`src/hdl/smc_pkg.sv`:
```
// constants, types and field layout of the supervisor memory control block
// Behaviour
// - dcbi translates and checks EA before cache action
// - dcbi hit invalidates block, modified data dropped
// - dcbi broadcast only when broadcast enable set
// - dcbi translated and checked like a store
// - dcbi acts even with cache disabled/locked
// - block translation fault outranks page fault
// - direct-store segment dcbi is a no-op
// - segment moves ignore translation enable bits
// - segment moves: immediate and indirect forms
// - shadow select reads instruction-side shadow copy
// - tlbie clears both ways, both TLBs, EA[14:19]
// - tlbie runs regardless of translation enables
// - tlbsync stalls until sync hold input inactive
// - tlbia raises illegal-instruction program exception
package smc_pkg;
   // ---------------------------------------------------------------
   // register byte offsets
   // ---------------------------------------------------------------
   localparam logic [7:0] SMC_CMD_OFS = 8'h00;
   localparam logic [7:0] SMC_EA_OFS = 8'h04;
   localparam logic [7:0] SMC_DATA_OFS = 8'h08;
   localparam logic [7:0] SMC_CTRL_OFS = 8'h0C;
   localparam logic [7:0] SMC_STAT_OFS = 8'h10;
   localparam logic [7:0] SMC_IRQ_STS_OFS = 8'h14;
   localparam logic [7:0] SMC_IRQ_MSK_OFS = 8'h18;
   // ---------------------------------------------------------------
   // command register fields and opcodes
   // ---------------------------------------------------------------
   localparam int SMC_OPC_LSB = 0;
   localparam int SMC_OPC_W = 4;
   localparam int SMC_SRIDX_LSB = 8;
   localparam int SMC_SRIDX_W = 4;
   localparam logic [3:0] SMC_OP_DCBI = 4'h1;
   localparam logic [3:0] SMC_OP_MTSR = 4'h2;
   localparam logic [3:0] SMC_OP_MTSRIN = 4'h3;
   localparam logic [3:0] SMC_OP_MFSR = 4'h4;
   localparam logic [3:0] SMC_OP_MFSRIN = 4'h5;
   localparam logic [3:0] SMC_OP_TLBIE = 4'h6;
   localparam logic [3:0] SMC_OP_TLBSYNC = 4'h7;
   localparam logic [3:0] SMC_OP_TLBIA = 4'h8;
   // ---------------------------------------------------------------
   // control register bits (machine state bits have no effect here)
   // ---------------------------------------------------------------
   localparam int SMC_CTRL_BCAST_BIT = 0;
   localparam int SMC_CTRL_SHADOW_BIT = 1;
   localparam int SMC_CTRL_IXLAT_BIT = 2;
   localparam int SMC_CTRL_DXLAT_BIT = 3;
   localparam int SMC_CTRL_W = 4;
   // ---------------------------------------------------------------
   // status register: busy, last exception code
   // ---------------------------------------------------------------
   localparam int SMC_STAT_BUSY_BIT = 0;
   localparam int SMC_STAT_EXC_LSB = 4;
   localparam logic [1:0] SMC_EXC_NONE = 2'h0;
   localparam logic [1:0] SMC_EXC_DSI_BLOCK = 2'h1;
   localparam logic [1:0] SMC_EXC_DSI_PAGE = 2'h2;
   localparam logic [1:0] SMC_EXC_PROGRAM = 2'h3;
   // ---------------------------------------------------------------
   // interrupt status and mask bits
   // ---------------------------------------------------------------
   localparam int SMC_IRQ_W = 3;
   localparam int SMC_IRQ_DONE_BIT = 0;
   localparam int SMC_IRQ_DSI_BIT = 1;
   localparam int SMC_IRQ_PROG_BIT = 2;
   // ---------------------------------------------------------------
   // address fields
   // ---------------------------------------------------------------
   localparam int SMC_TLB_IDX_LSB = 12; // EA bits 14..19, msb-0 numbering
   localparam int SMC_TLB_IDX_W = 6;
   localparam int SMC_SEG_IND_LSB = 28; // operand bits 0..3, msb-0 numbering
   localparam logic [31:0] SMC_ZERO32 = 32'h0000_0000;
   // ---------------------------------------------------------------
   // types
   // ---------------------------------------------------------------
   typedef enum logic [2:0] {
      SMC_ST_IDLE,
      SMC_ST_XLAT,
      SMC_ST_SRRD,
      SMC_ST_SYNC
   } smc_state_t;
   // answer of the translation and protection unit
   typedef struct packed {
      logic ack;
      logic block_prot_fault;
      logic page_prot_fault;
      logic direct_store;
   } smc_xlat_rsp_t;
   // translation request towards the MMU
   typedef struct packed {
      logic req;
      logic is_store;
      logic [31:0] ea;
   } smc_xlat_req_t;
endpackage

```
`src/hdl/smc_core.sv`:
```
// supervisor memory control: dcbi, segment moves, TLB invalidate and sync
//
// Design decisions made here: register access over APB and the register offsets.
module smc_core
   import smc_pkg::*;
(
   // clock and reset
   input wire logic clk_i,
   input wire logic rst_i,
   // apb slave
   input wire logic psel_i,
   input wire logic penable_i,
   input wire logic pwrite_i,
   input wire logic [7:0] paddr_i,
   input wire logic [31:0] pwdata_i,
   output logic [31:0] prdata_o,
   output logic pready_o,
   output logic pslverr_o,
   // translation and protection unit
   output smc_xlat_req_t xlat_req_o,
   input wire smc_xlat_rsp_t xlat_rsp_i,
   // data cache and system bus
   output logic dc_inval_o,
   output logic [31:0] dc_inval_addr_o,
   output logic bus_inval_o,
   // tlb invalidate
   output logic tlbie_o,
   output logic [SMC_TLB_IDX_W-1:0] tlbie_index_o,
   // external sync pin and interrupt
   input wire logic tlb_sync_hold_in_i,
   output logic irq_o
);
   // ---------------------------------------------------------------
   // declarations
   // ---------------------------------------------------------------
   smc_state_t state_q, state_d;
   logic [SMC_OPC_W-1:0] opc_q;
   logic [SMC_SRIDX_W-1:0] sridx_q;
   logic [31:0] ea_q, data_q;
   logic [SMC_CTRL_W-1:0] ctrl_q;
   logic [1:0] exc_q;
   logic [SMC_IRQ_W-1:0] sts_q, sts_d, msk_q, sts_set;
   logic sync1_q, sync2_q;
   logic pready_q, pslverr_q, irq_q;
   logic [31:0] prdata_q, rd_mux;
   logic dc_inval_q, bus_inval_q, tlbie_q, xlat_req_q;
   logic [31:0] dc_addr_q;
   logic [SMC_TLB_IDX_W-1:0] tlb_idx_q;
   logic [31:0] mem_rdata;
   logic apb_setup, apb_acc, wr_acc, rd_hit, map_hit;
   logic cmd_start, idle, bcast_en;
   logic [SMC_OPC_W-1:0] new_opc;
   logic [SMC_SRIDX_W-1:0] new_sridx, ind_idx, seg_addr;
   logic seg_we, seg_re, op_done;
   logic xl_fault, xl_block, xl_page, xl_noop;

   // address match helper, used for read and write decode
   function automatic logic reg_at(input logic [7:0] a, input logic [7:0] ofs);
      reg_at = (a == ofs);
   endfunction

   // ---------------------------------------------------------------
   // apb decode
   // ---------------------------------------------------------------
   // one wait state: pready raised in first access cycle, taken next
   assign apb_setup = psel_i & penable_i & ~pready_q;
   assign apb_acc = psel_i & penable_i & pready_q;
   assign wr_acc = apb_acc & pwrite_i & ~pslverr_q;
   assign map_hit = reg_at(paddr_i, SMC_CMD_OFS) | reg_at(paddr_i, SMC_EA_OFS)
                  | reg_at(paddr_i, SMC_DATA_OFS) | reg_at(paddr_i, SMC_CTRL_OFS)
                  | reg_at(paddr_i, SMC_STAT_OFS) | reg_at(paddr_i, SMC_IRQ_STS_OFS)
                  | reg_at(paddr_i, SMC_IRQ_MSK_OFS);
   assign rd_hit = map_hit;
   assign idle = (state_q == SMC_ST_IDLE);
   assign bcast_en = ctrl_q[SMC_CTRL_BCAST_BIT];

   // read data selection
   assign rd_mux = reg_at(paddr_i, SMC_CMD_OFS) ?
                      {20'h0_0000, sridx_q, 4'h0, opc_q} :
                   reg_at(paddr_i, SMC_EA_OFS) ? ea_q :
                   reg_at(paddr_i, SMC_DATA_OFS) ? data_q :
                   reg_at(paddr_i, SMC_CTRL_OFS) ? {28'h000_0000, ctrl_q} :
                   reg_at(paddr_i, SMC_STAT_OFS) ?
                      {26'h000_0000, exc_q, 3'h0, ~idle} :
                   reg_at(paddr_i, SMC_IRQ_STS_OFS) ? {29'h000_0000, sts_q} :
                   reg_at(paddr_i, SMC_IRQ_MSK_OFS) ? {29'h000_0000, msk_q} :
                   SMC_ZERO32;

   // apb answer registers
   always_ff @(posedge clk_i) begin
      if (rst_i) begin
         pready_q <= 1'b0;
         pslverr_q <= 1'b0;
         prdata_q <= SMC_ZERO32;
      end else begin
         pready_q <= apb_setup;
         pslverr_q <= apb_setup & ~map_hit;
         prdata_q <= (apb_setup & ~pwrite_i & rd_hit) ? rd_mux : SMC_ZERO32;
      end
   end

   // ---------------------------------------------------------------
   // command launch and operand fields
   // ---------------------------------------------------------------
   // a command write while busy is ignored
   assign cmd_start = wr_acc & reg_at(paddr_i, SMC_CMD_OFS) & idle;
   assign new_opc = pwdata_i[SMC_OPC_LSB +: SMC_OPC_W];
   assign new_sridx = pwdata_i[SMC_SRIDX_LSB +: SMC_SRIDX_W];
   // indirect forms take the register number from the operand top bits
   assign ind_idx = ea_q[SMC_SEG_IND_LSB +: SMC_SRIDX_W];

   // segment register access: immediate or indirect selection
   assign seg_addr = (new_opc == SMC_OP_MTSRIN || new_opc == SMC_OP_MFSRIN)
                   ? ind_idx : new_sridx;
   // translation enable bits are not consulted here
   assign seg_we = cmd_start & (new_opc == SMC_OP_MTSR || new_opc == SMC_OP_MTSRIN);
   assign seg_re = cmd_start & (new_opc == SMC_OP_MFSR || new_opc == SMC_OP_MFSRIN);

   // operand and control registers
   always_ff @(posedge clk_i) begin
      if (rst_i) begin
         opc_q <= 4'h0;
         sridx_q <= 4'h0;
         ea_q <= SMC_ZERO32;
         ctrl_q <= 4'h0;
         msk_q <= 3'h0;
      end else begin
         if (cmd_start) begin
            opc_q <= new_opc;
            sridx_q <= seg_addr;
         end
         if (wr_acc & reg_at(paddr_i, SMC_EA_OFS) & idle) begin
            ea_q <= pwdata_i;
         end
         if (wr_acc & reg_at(paddr_i, SMC_CTRL_OFS)) begin
            ctrl_q <= pwdata_i[SMC_CTRL_W-1:0];
         end
         if (wr_acc & reg_at(paddr_i, SMC_IRQ_MSK_OFS)) begin
            msk_q <= pwdata_i[SMC_IRQ_W-1:0];
         end
      end
   end

   // segment register storage
   smc_seg_mem u_seg_mem (
      .clk_i(clk_i),
      .rst_i(rst_i),
      .we_i(seg_we),
      .waddr_i(seg_addr),
      .wdata_i(data_q),
      .re_i(seg_re),
      .raddr_i(seg_addr),
      .shadow_i(ctrl_q[SMC_CTRL_SHADOW_BIT]),
      .rdata_o(mem_rdata)
   );

   // ---------------------------------------------------------------
   // sync pin synchroniser
   // ---------------------------------------------------------------
   always_ff @(posedge clk_i) begin
      if (rst_i) begin
         sync1_q <= 1'b0;
         sync2_q <= 1'b0;
      end else begin
         sync1_q <= tlb_sync_hold_in_i;
         sync2_q <= sync1_q;
      end
   end

   // ---------------------------------------------------------------
   // sequencer
   // ---------------------------------------------------------------
   // block fault outranks page fault; direct store turns into a no-op
   assign xl_block = xlat_rsp_i.block_prot_fault;
   assign xl_page = ~xlat_rsp_i.block_prot_fault & xlat_rsp_i.page_prot_fault;
   assign xl_fault = xl_block | xl_page;
   assign xl_noop = xlat_rsp_i.direct_store & ~xl_fault;

   // next state
   always_comb begin
      state_d = state_q;
      case (state_q)
         SMC_ST_IDLE: begin
            if (cmd_start & new_opc == SMC_OP_DCBI) begin
               state_d = SMC_ST_XLAT;
            end else if (cmd_start & seg_re) begin
               state_d = SMC_ST_SRRD;
            end else if (cmd_start & new_opc == SMC_OP_TLBSYNC) begin
               state_d = SMC_ST_SYNC;
            end
         end
         SMC_ST_XLAT: begin
            if (xlat_rsp_i.ack) begin
               state_d = SMC_ST_IDLE;
            end
         end
         SMC_ST_SRRD: begin
            state_d = SMC_ST_IDLE;
         end
         SMC_ST_SYNC: begin
            if (~sync2_q) begin
               state_d = SMC_ST_IDLE;
            end
         end
         default: begin
            state_d = SMC_ST_IDLE;
         end
      endcase
   end

   // an operation ends this cycle
   assign op_done = (cmd_start & (seg_we | new_opc == SMC_OP_TLBIE))
                  | (state_q == SMC_ST_XLAT & xlat_rsp_i.ack)
                  | (state_q == SMC_ST_SRRD)
                  | (state_q == SMC_ST_SYNC & ~sync2_q);

   // events raising sticky interrupt bits
   assign sts_set[SMC_IRQ_DONE_BIT] = op_done;
   assign sts_set[SMC_IRQ_DSI_BIT] = state_q == SMC_ST_XLAT & xlat_rsp_i.ack & xl_fault;
   assign sts_set[SMC_IRQ_PROG_BIT] = cmd_start & new_opc == SMC_OP_TLBIA;
   // write-one-to-clear, a new event wins over the clear
   assign sts_d = (sts_q & ~((wr_acc & reg_at(paddr_i, SMC_IRQ_STS_OFS))
                  ? pwdata_i[SMC_IRQ_W-1:0] : 3'h0)) | sts_set;

   // state, status and data registers
   always_ff @(posedge clk_i) begin
      if (rst_i) begin
         state_q <= SMC_ST_IDLE;
         sts_q <= 3'h0;
         irq_q <= 1'b0;
         exc_q <= SMC_EXC_NONE;
         data_q <= SMC_ZERO32;
      end else begin
         state_q <= state_d;
         sts_q <= sts_d;
         irq_q <= |(sts_d & msk_q);
         if (cmd_start) begin
            exc_q <= (new_opc == SMC_OP_TLBIA) ? SMC_EXC_PROGRAM : SMC_EXC_NONE;
         end else if (state_q == SMC_ST_XLAT & xlat_rsp_i.ack) begin
            exc_q <= xl_block ? SMC_EXC_DSI_BLOCK :
                     xl_page ? SMC_EXC_DSI_PAGE : SMC_EXC_NONE;
         end
         if (state_q == SMC_ST_SRRD) begin
            data_q <= mem_rdata;
         end else if (wr_acc & reg_at(paddr_i, SMC_DATA_OFS) & idle) begin
            data_q <= pwdata_i;
         end
      end
   end

   // output pulses towards cache, bus, TLBs and MMU
   always_ff @(posedge clk_i) begin
      if (rst_i) begin
         xlat_req_q <= 1'b0;
         dc_inval_q <= 1'b0;
         bus_inval_q <= 1'b0;
         dc_addr_q <= SMC_ZERO32;
         tlbie_q <= 1'b0;
         tlb_idx_q <= 6'h00;
      end else begin
         // request held until the MMU answers
         xlat_req_q <= state_d == SMC_ST_XLAT;
         // cache acts only after a clean, non direct-store check
         // the cache drops the block from E or M alike, no copy-back,
         // and no disable or lock state gates it
         dc_inval_q <= state_q == SMC_ST_XLAT & xlat_rsp_i.ack & ~xl_fault & ~xl_noop;
         bus_inval_q <= state_q == SMC_ST_XLAT & xlat_rsp_i.ack & ~xl_fault & ~xl_noop & bcast_en;
         if (state_q == SMC_ST_XLAT & xlat_rsp_i.ack) begin
            dc_addr_q <= ea_q;
         end
         // both ways of both TLBs at the EA index, whatever the enables
         tlbie_q <= cmd_start & new_opc == SMC_OP_TLBIE;
         if (cmd_start & new_opc == SMC_OP_TLBIE) begin
            tlb_idx_q <= ea_q[SMC_TLB_IDX_LSB +: SMC_TLB_IDX_W];
         end
      end
   end

   // ---------------------------------------------------------------
   // outputs
   // ---------------------------------------------------------------
   assign prdata_o = prdata_q;
   assign pready_o = pready_q;
   assign pslverr_o = pslverr_q;
   assign xlat_req_o = '{req: xlat_req_q, is_store: 1'b1, ea: ea_q};
   assign dc_inval_o = dc_inval_q;
   assign dc_inval_addr_o = dc_addr_q;
   assign bus_inval_o = bus_inval_q;
   assign tlbie_o = tlbie_q;
   assign tlbie_index_o = tlb_idx_q;
   assign irq_o = irq_q;

   // ---------------------------------------------------------------
   // assertions
   // ---------------------------------------------------------------
   bcast_needs_abe_a:
      assert property (@(posedge clk_i) disable iff (rst_i)
         dc_inval_o |-> (bus_inval_o == $past(bcast_en)))
      else $error("broadcast does not follow the enable bit");
   inval_after_xlat_a:
      assert property (@(posedge clk_i) disable iff (rst_i)
         dc_inval_o |-> $past(state_q == SMC_ST_XLAT && xlat_rsp_i.ack))
      else $error("cache invalidate without completed translation");
   store_like_xlat_a:
      assert property (@(posedge clk_i) disable iff (rst_i)
         xlat_req_o.req |-> xlat_req_o.is_store && state_q == SMC_ST_XLAT)
      else $error("dcbi translation not issued as a store");
   block_fault_first_a:
      assert property (@(posedge clk_i) disable iff (rst_i)
         (state_q == SMC_ST_XLAT && xlat_rsp_i.ack && xlat_rsp_i.block_prot_fault)
         |=> (exc_q == SMC_EXC_DSI_BLOCK) && sts_q[SMC_IRQ_DSI_BIT] && !dc_inval_o)
      else $error("block protection fault not taken first");
   direct_store_noop_a:
      assert property (@(posedge clk_i) disable iff (rst_i)
         (state_q == SMC_ST_XLAT && xlat_rsp_i.ack && xlat_rsp_i.direct_store)
         |=> !dc_inval_o && !bus_inval_o)
      else $error("direct-store dcbi touched cache or bus");
   tlbie_index_a:
      assert property (@(posedge clk_i) disable iff (rst_i)
         (cmd_start && new_opc == SMC_OP_TLBIE)
         |=> tlbie_o && tlbie_index_o == $past(ea_q[SMC_TLB_IDX_LSB +: SMC_TLB_IDX_W]) ##1 !tlbie_o)
      else $error("tlbie pulse or index wrong");
   sync_stall_a:
      assert property (@(posedge clk_i) disable iff (rst_i)
         (state_q == SMC_ST_SYNC && sync2_q) |=> state_q == SMC_ST_SYNC)
      else $error("tlbsync finished while sync hold active");
   sync_release_a:
      assert property (@(posedge clk_i) disable iff (rst_i)
         (state_q == SMC_ST_SYNC && !sync2_q) |=> idle && sts_q[SMC_IRQ_DONE_BIT])
      else $error("tlbsync did not end when sync hold fell");
   tlbia_program_a:
      assert property (@(posedge clk_i) disable iff (rst_i)
         (cmd_start && new_opc == SMC_OP_TLBIA)
         |=> sts_q[SMC_IRQ_PROG_BIT] && exc_q == SMC_EXC_PROGRAM && idle && !tlbie_o)
      else $error("tlbia did not raise a program exception");
endmodule

```
`src/hdl/smc_seg_mem.sv`:
```
// segment register file with instruction-side shadow copy
module smc_seg_mem
   import smc_pkg::*;
(
   // clock and reset
   input wire logic clk_i,
   input wire logic rst_i,
   // write port
   input wire logic we_i,
   input wire logic [SMC_SRIDX_W-1:0] waddr_i,
   input wire logic [31:0] wdata_i,
   // read port
   input wire logic re_i,
   input wire logic [SMC_SRIDX_W-1:0] raddr_i,
   input wire logic shadow_i,
   output logic [31:0] rdata_o
);
   logic [31:0] prim_mem [16];
   logic [31:0] shad_mem [16];
   logic [31:0] rd_sel;

   // writes update the primary and the shadow copy together
   always_ff @(posedge clk_i) begin
      if (we_i) begin
         prim_mem[waddr_i] <= wdata_i;
         shad_mem[waddr_i] <= wdata_i;
      end
   end

   // shadow select picks the instruction-side copy
   assign rd_sel = shadow_i ? shad_mem[raddr_i] : prim_mem[raddr_i];

   // registered read data
   always_ff @(posedge clk_i) begin
      if (rst_i) begin
         rdata_o <= SMC_ZERO32;
      end else if (re_i) begin
         rdata_o <= rd_sel;
      end
   end
endmodule

```
`config.mk`:
```
export PLATFORM = sky130hd
export DESIGN_NAME = smc_core
export DESIGN_NICKNAME = d
export VERILOG_FILES = /design/src/hdl/smc_pkg.sv /design/src/hdl/smc_core.sv /design/src/hdl/smc_seg_mem.sv
export SDC_FILE = /design/constraint.sdc
export NUM_CORES = 1
export LEC_CHECK = 0
export BUFFER_PORTS_ARGS = -buffer_cell sky130_fd_sc_hd__buf_4
export CAP_MARGIN = 20
export CORE_MARGIN = 2
export CORE_UTILIZATION = 60
export DETAILED_ROUTE_END_ITERATION = 10
export PLACE_DENSITY = 0.78
export SETUP_SLACK_MARGIN = 0.5
export SLEW_MARGIN = 10
export SYNTH_ARGS = -nofsm -noshare
export SYNTH_HDL_FRONTEND = slang
export SYNTH_SLANG_ARGS = --single-unit
export TNS_END_PERCENT = 100
```
`constraint.sdc`:
```
create_clock -name clk_i -period 9.7 [get_ports clk_i]
set_input_delay 1.94 -clock clk_i [delete_from_list [all_inputs] [get_ports clk_i]]
set_output_delay 1.94 -clock clk_i [all_outputs]
set_load 0.005 [all_outputs]
```
==> summary.md <==
| Metric | Value |
|---|---|
| Min-Delay Endpoint | `sync2_q$_SDFF_PP0_` |
| WHS | `0.443 ns` |
| Largest net degree at the start of global routing | `137` |
| R2R cell count | `7` |
| Post-Route WL | `98,200 um` |
| CTS tree | `done` |
| CP max-delay cell | `nor3_2` |
| CP Data Required Time | `10.00 ns` |
| Register-to-register setup slack | `5.26 ns` |
| Period utilisation layout | `62.5%` |
| GP Congestion | `0.925` |
| #FFs+latches synth | `710` |
| Finished Layout Cells | `3,695` |
| Peak Freq | `165 MHz` |
| Setup violations, final | `0` |
| # port buffers | `158` |
| Max-slew violation count | `0` |
| Core ar. | `53,500 um^2` |
| Pwr Density | `180 nW/um^2` |
| Layout cells sized above 1 | `14.9%` |
| DR pass1 iterations | `8` |
| Routed WL per cell | `26.6 um` |
| Drt first-iter violations | `3,408` |
| Syn avg cell area | `11.1 um^2` |
| Outcome | `complete, no violations` |
| Synth area leader | `edfxtp_1` |
| Diode count | `0` |
| Area of the mapped netlist | `32,300 um^2` |
| Max-cap viol count | `0` |
| Reg-to-Reg End | `u_seg_mem.shad_mem[10][7]$_DFFE_PP_` |
| Clk_lat worst skew | `0.64 ns` |
| Tightest Pin Transition | `1.07 ns` |
| Worst min-delay path class | `reg -> reg` |
| PostCTS Resize Cnt | `0` |
| Min-Delay Startpoint | `sync1_q$_SDFF_PP0_` |
| TritonCTS Buffers | `75` |
| Layout area overhead | `13.0%` |
| Grt ovf | `0` |
| CP Capture Type | `flip-flop` |
| Maximum VDD drop | `0.181 mV` |
| Vias/cell | `6.91` |
| Arrival time worst endpoint | `6.36 ns` |
| Crit path launch type | `input pin` |
| Skew final | `0.0267 ns` |
| Vias in the first global route | `24,800` |
| Placed Instances | `3,552` |
| Fin crit period | `6.06 ns` |
| Setup bufs post-CTS | `0` |
| Clock Tree Root | `clkbuf_16` |
| Worst Path Buf+Inv | `5` |
| Fillers | `3,756` |
| Yosys warnings | `0` |
| Hold buffers post-CTS | `0` |
| H-tree levels | `3` |
| Top Family by Delay on Critical Path | `buffers and inverters` |
| Initial antenna violation count | `1` |
| Setup CP Type | `in -> reg` |
| Total track usage | `34.6%` |
| Std-Cell Rows | `85` |
| Sequential-to-total area share from yosys stat | `59.9%` |
| DRT antenna net count | `0` |
| Synth top area cells | `edfxtp_1, dfxtp_1, nand2b_1` |
| Area of the multi-input gates | `11,900 um^2` |
| Cell Chain, Critical Path | `buf_4 -> xor2_4 -> buf_4 -> and3_2 -> buf_4 -> nor2_1 -> buf_4 -> nor3_2 -> buf_4` |
| Clock Sinks | `710` |
| Crit-path most repeated cell | `buf_4` |
| Height of the die | `236 um` |
| RSZ-0062 raised after global routing | `false` |
| Commonest cells after routing, fill and taps aside | `edfxtp_1, nand2_1, nand2b_1` |
| Synth cell types | `74` |
| Initial Util | `60.4%` |
| Clock transition at the registers of the reported paths | `0.06 ns` |
| Seq. cell area | `19,300 um^2` |
| Mapped Cells | `2,916` |
| Crit-path max cell delay | `0.81 ns` |
| Reg-to-reg critical path startpoint | `ea_q[29]$_SDFFE_PP0P_` |
| DRC viols | `0` |
| Async SR Flop Fraction | `0%` |
| Static leakage | `12.6 nW` |
| Top fanout value on the critical path | `96` |
| Setup total negative slack | `0 ns` |
| Synth Flop Type | `edfxtp_1` |
| Worst hold path stage count | `1` |
| Place WS | `3.02 ns` |
| Rel. slew slack | `28.3%` |
| Total power | `6.58 mW` |
| First-pass GRT wire length | `147,000 um` |
| # IOs | `160` |
| Vias | `25,500` |
| Final Hold Fails | `0` |
| HPWL after DPL | `58,500 um` |
| Final nets | `2,986` |
| Commonest non-fill, non-tap cell in the layout | `edfxtp_1` |
| Clock buffer depth | `3` |
| Chip Width | `236 um` |
| Net Count, Synth | `2,966` |
| Post-synth EDFFs | `512` |
| Worst setup margin | `3.64 ns` |
| Top cell type's share of synthesized area | `47.6%` |
| Die footprint | `55,700 um^2` |
==> cell families (layout without fill, tap and decap cells) <==
family | count (synthesis) | after routing | share of synthesized area (%)
AOI/OAI and AO/OA | 892 | 892 | 19.0
xor gates and xnor gates | 2 | 2 | 0.136
DFF | 710 | 710 | 59.9
buffers and inverters | 287 | 370 | 3.87
and+or+nand+nor | 948 | 948 | 14.6
muxes | 75 | 75 | 2.48
other | 2 | 2 | 0.0233
==> synthesized netlist by cell type, types with 3 or more instances <==
| cell | count |
|---|---|
| a311oi_1 | 65 |
| a211oi_1 | 167 |
| a21o_1 | 3 |
| o22ai_1 | 67 |
| nor2b_1 | 4 |
| nand2b_1 | 261 |
| and3_1 | 3 |
| mux2_2 | 15 |
| inv_1 | 7 |
| or3_4 | 3 |
| nor3_1 | 22 |
| edfxtp_1 | 512 |
| nor2_1 | 96 |
| buf_6 | 7 |
| a31oi_1 | 32 |
| or2_2 | 3 |
| nand3_1 | 162 |
| buf_4 | 17 |
| mux2i_1 | 44 |
| a22o_1 | 3 |
| clkbuf_1 | 188 |
| mux2_1 | 15 |
| or4_1 | 4 |
| o211ai_1 | 34 |
| o21bai_1 | 32 |
| nor2_4 | 5 |
| nand2_1 | 355 |
| a21oi_1 | 240 |
| dfxtp_1 | 198 |
| a22oi_1 | 90 |
| buf_1 | 23 |
| a222oi_1 | 7 |
| a2111oi_2 | 29 |
| buf_2 | 45 |
| o21ai_0 | 101 |
| and2_1 | 4 |
==> per-layer routing <==
metal	vias to the layer above	GRT usage, %	part of all wire (%)
met2	1676	55.1	47
met5	-	0	0
li1	11000	-	-
met1	12500	45.0	37
met3	344	6.62	10
met4	0	19.1	5.6
==> metrics by stage <==
step	cell area (um^2)	utilization (%)
after floorplan	32300	-
after CTS	36400	68.1
after global placement	33800	63.1
after detailed placement	33800	63.1
after global routing	36500	68.2
final	36500	68.2
==> registers in the layout, summed over array words and instances, names as in the netlist, 6 cells and up <==
name	count
u_seg_mem.shad_mem	480
data_q	32
dc_inval_addr_o	32
ea_q	32
prdata_o	32
u_seg_mem.prim_mem	32
u_seg_mem.rdata_o	32
tlbie_index_o	6
==> how the worst max path moves through the flow <==
stage	cells after the start	endpoint	from
after floorplan	7	u_seg_mem.prim_mem[8][0]$_DFFE_PP_	paddr_i[5]
after global placement	7	u_seg_mem.prim_mem[8][0]$_DFFE_PP_	pwdata_i[3]
after detailed placement	7	u_seg_mem.prim_mem[8][4]$_DFFE_PP_	pwdata_i[3]
after CTS	7	u_seg_mem.prim_mem[8][7]$_DFFE_PP_	pwdata_i[3]
after global routing	9	u_seg_mem.shad_mem[10][7]$_DFFE_PP_	pwdata_i[2]
final	9	u_seg_mem.shad_mem[10][7]$_DFFE_PP_	pwdata_i[2]
==> worst register-to-register path: stages (launching register included) <==
cell and delay, ns:
dfxtp_4 0.39, buf_4 0.77, and3_2 0.42, buf_4 0.77, nor2_1 0.26, buf_4 0.25, nor3_2 0.81, buf_4 0.44
==> power breakdown <==
group | switching (mW) | internal, mW
logic | 0.212 | 0.0588
clock network | 1.23 | 1.88
registers | 0.00113 | 3.21
==> cell type report <==
type / instances / area share [%]
Sequential cell: 710 / 53.0
Timing Repair Buffer: 223 / 4.73
Clock buffer: 93 / 5.59
Clock inverter: 47 / 1.69
Multi-Input combinational cell: 1919 / 32.5
Inverter: 7 / 0.0720
Tap cell: 696 / 2.39
No activity file was read; power rests on OpenSTA's default activity.
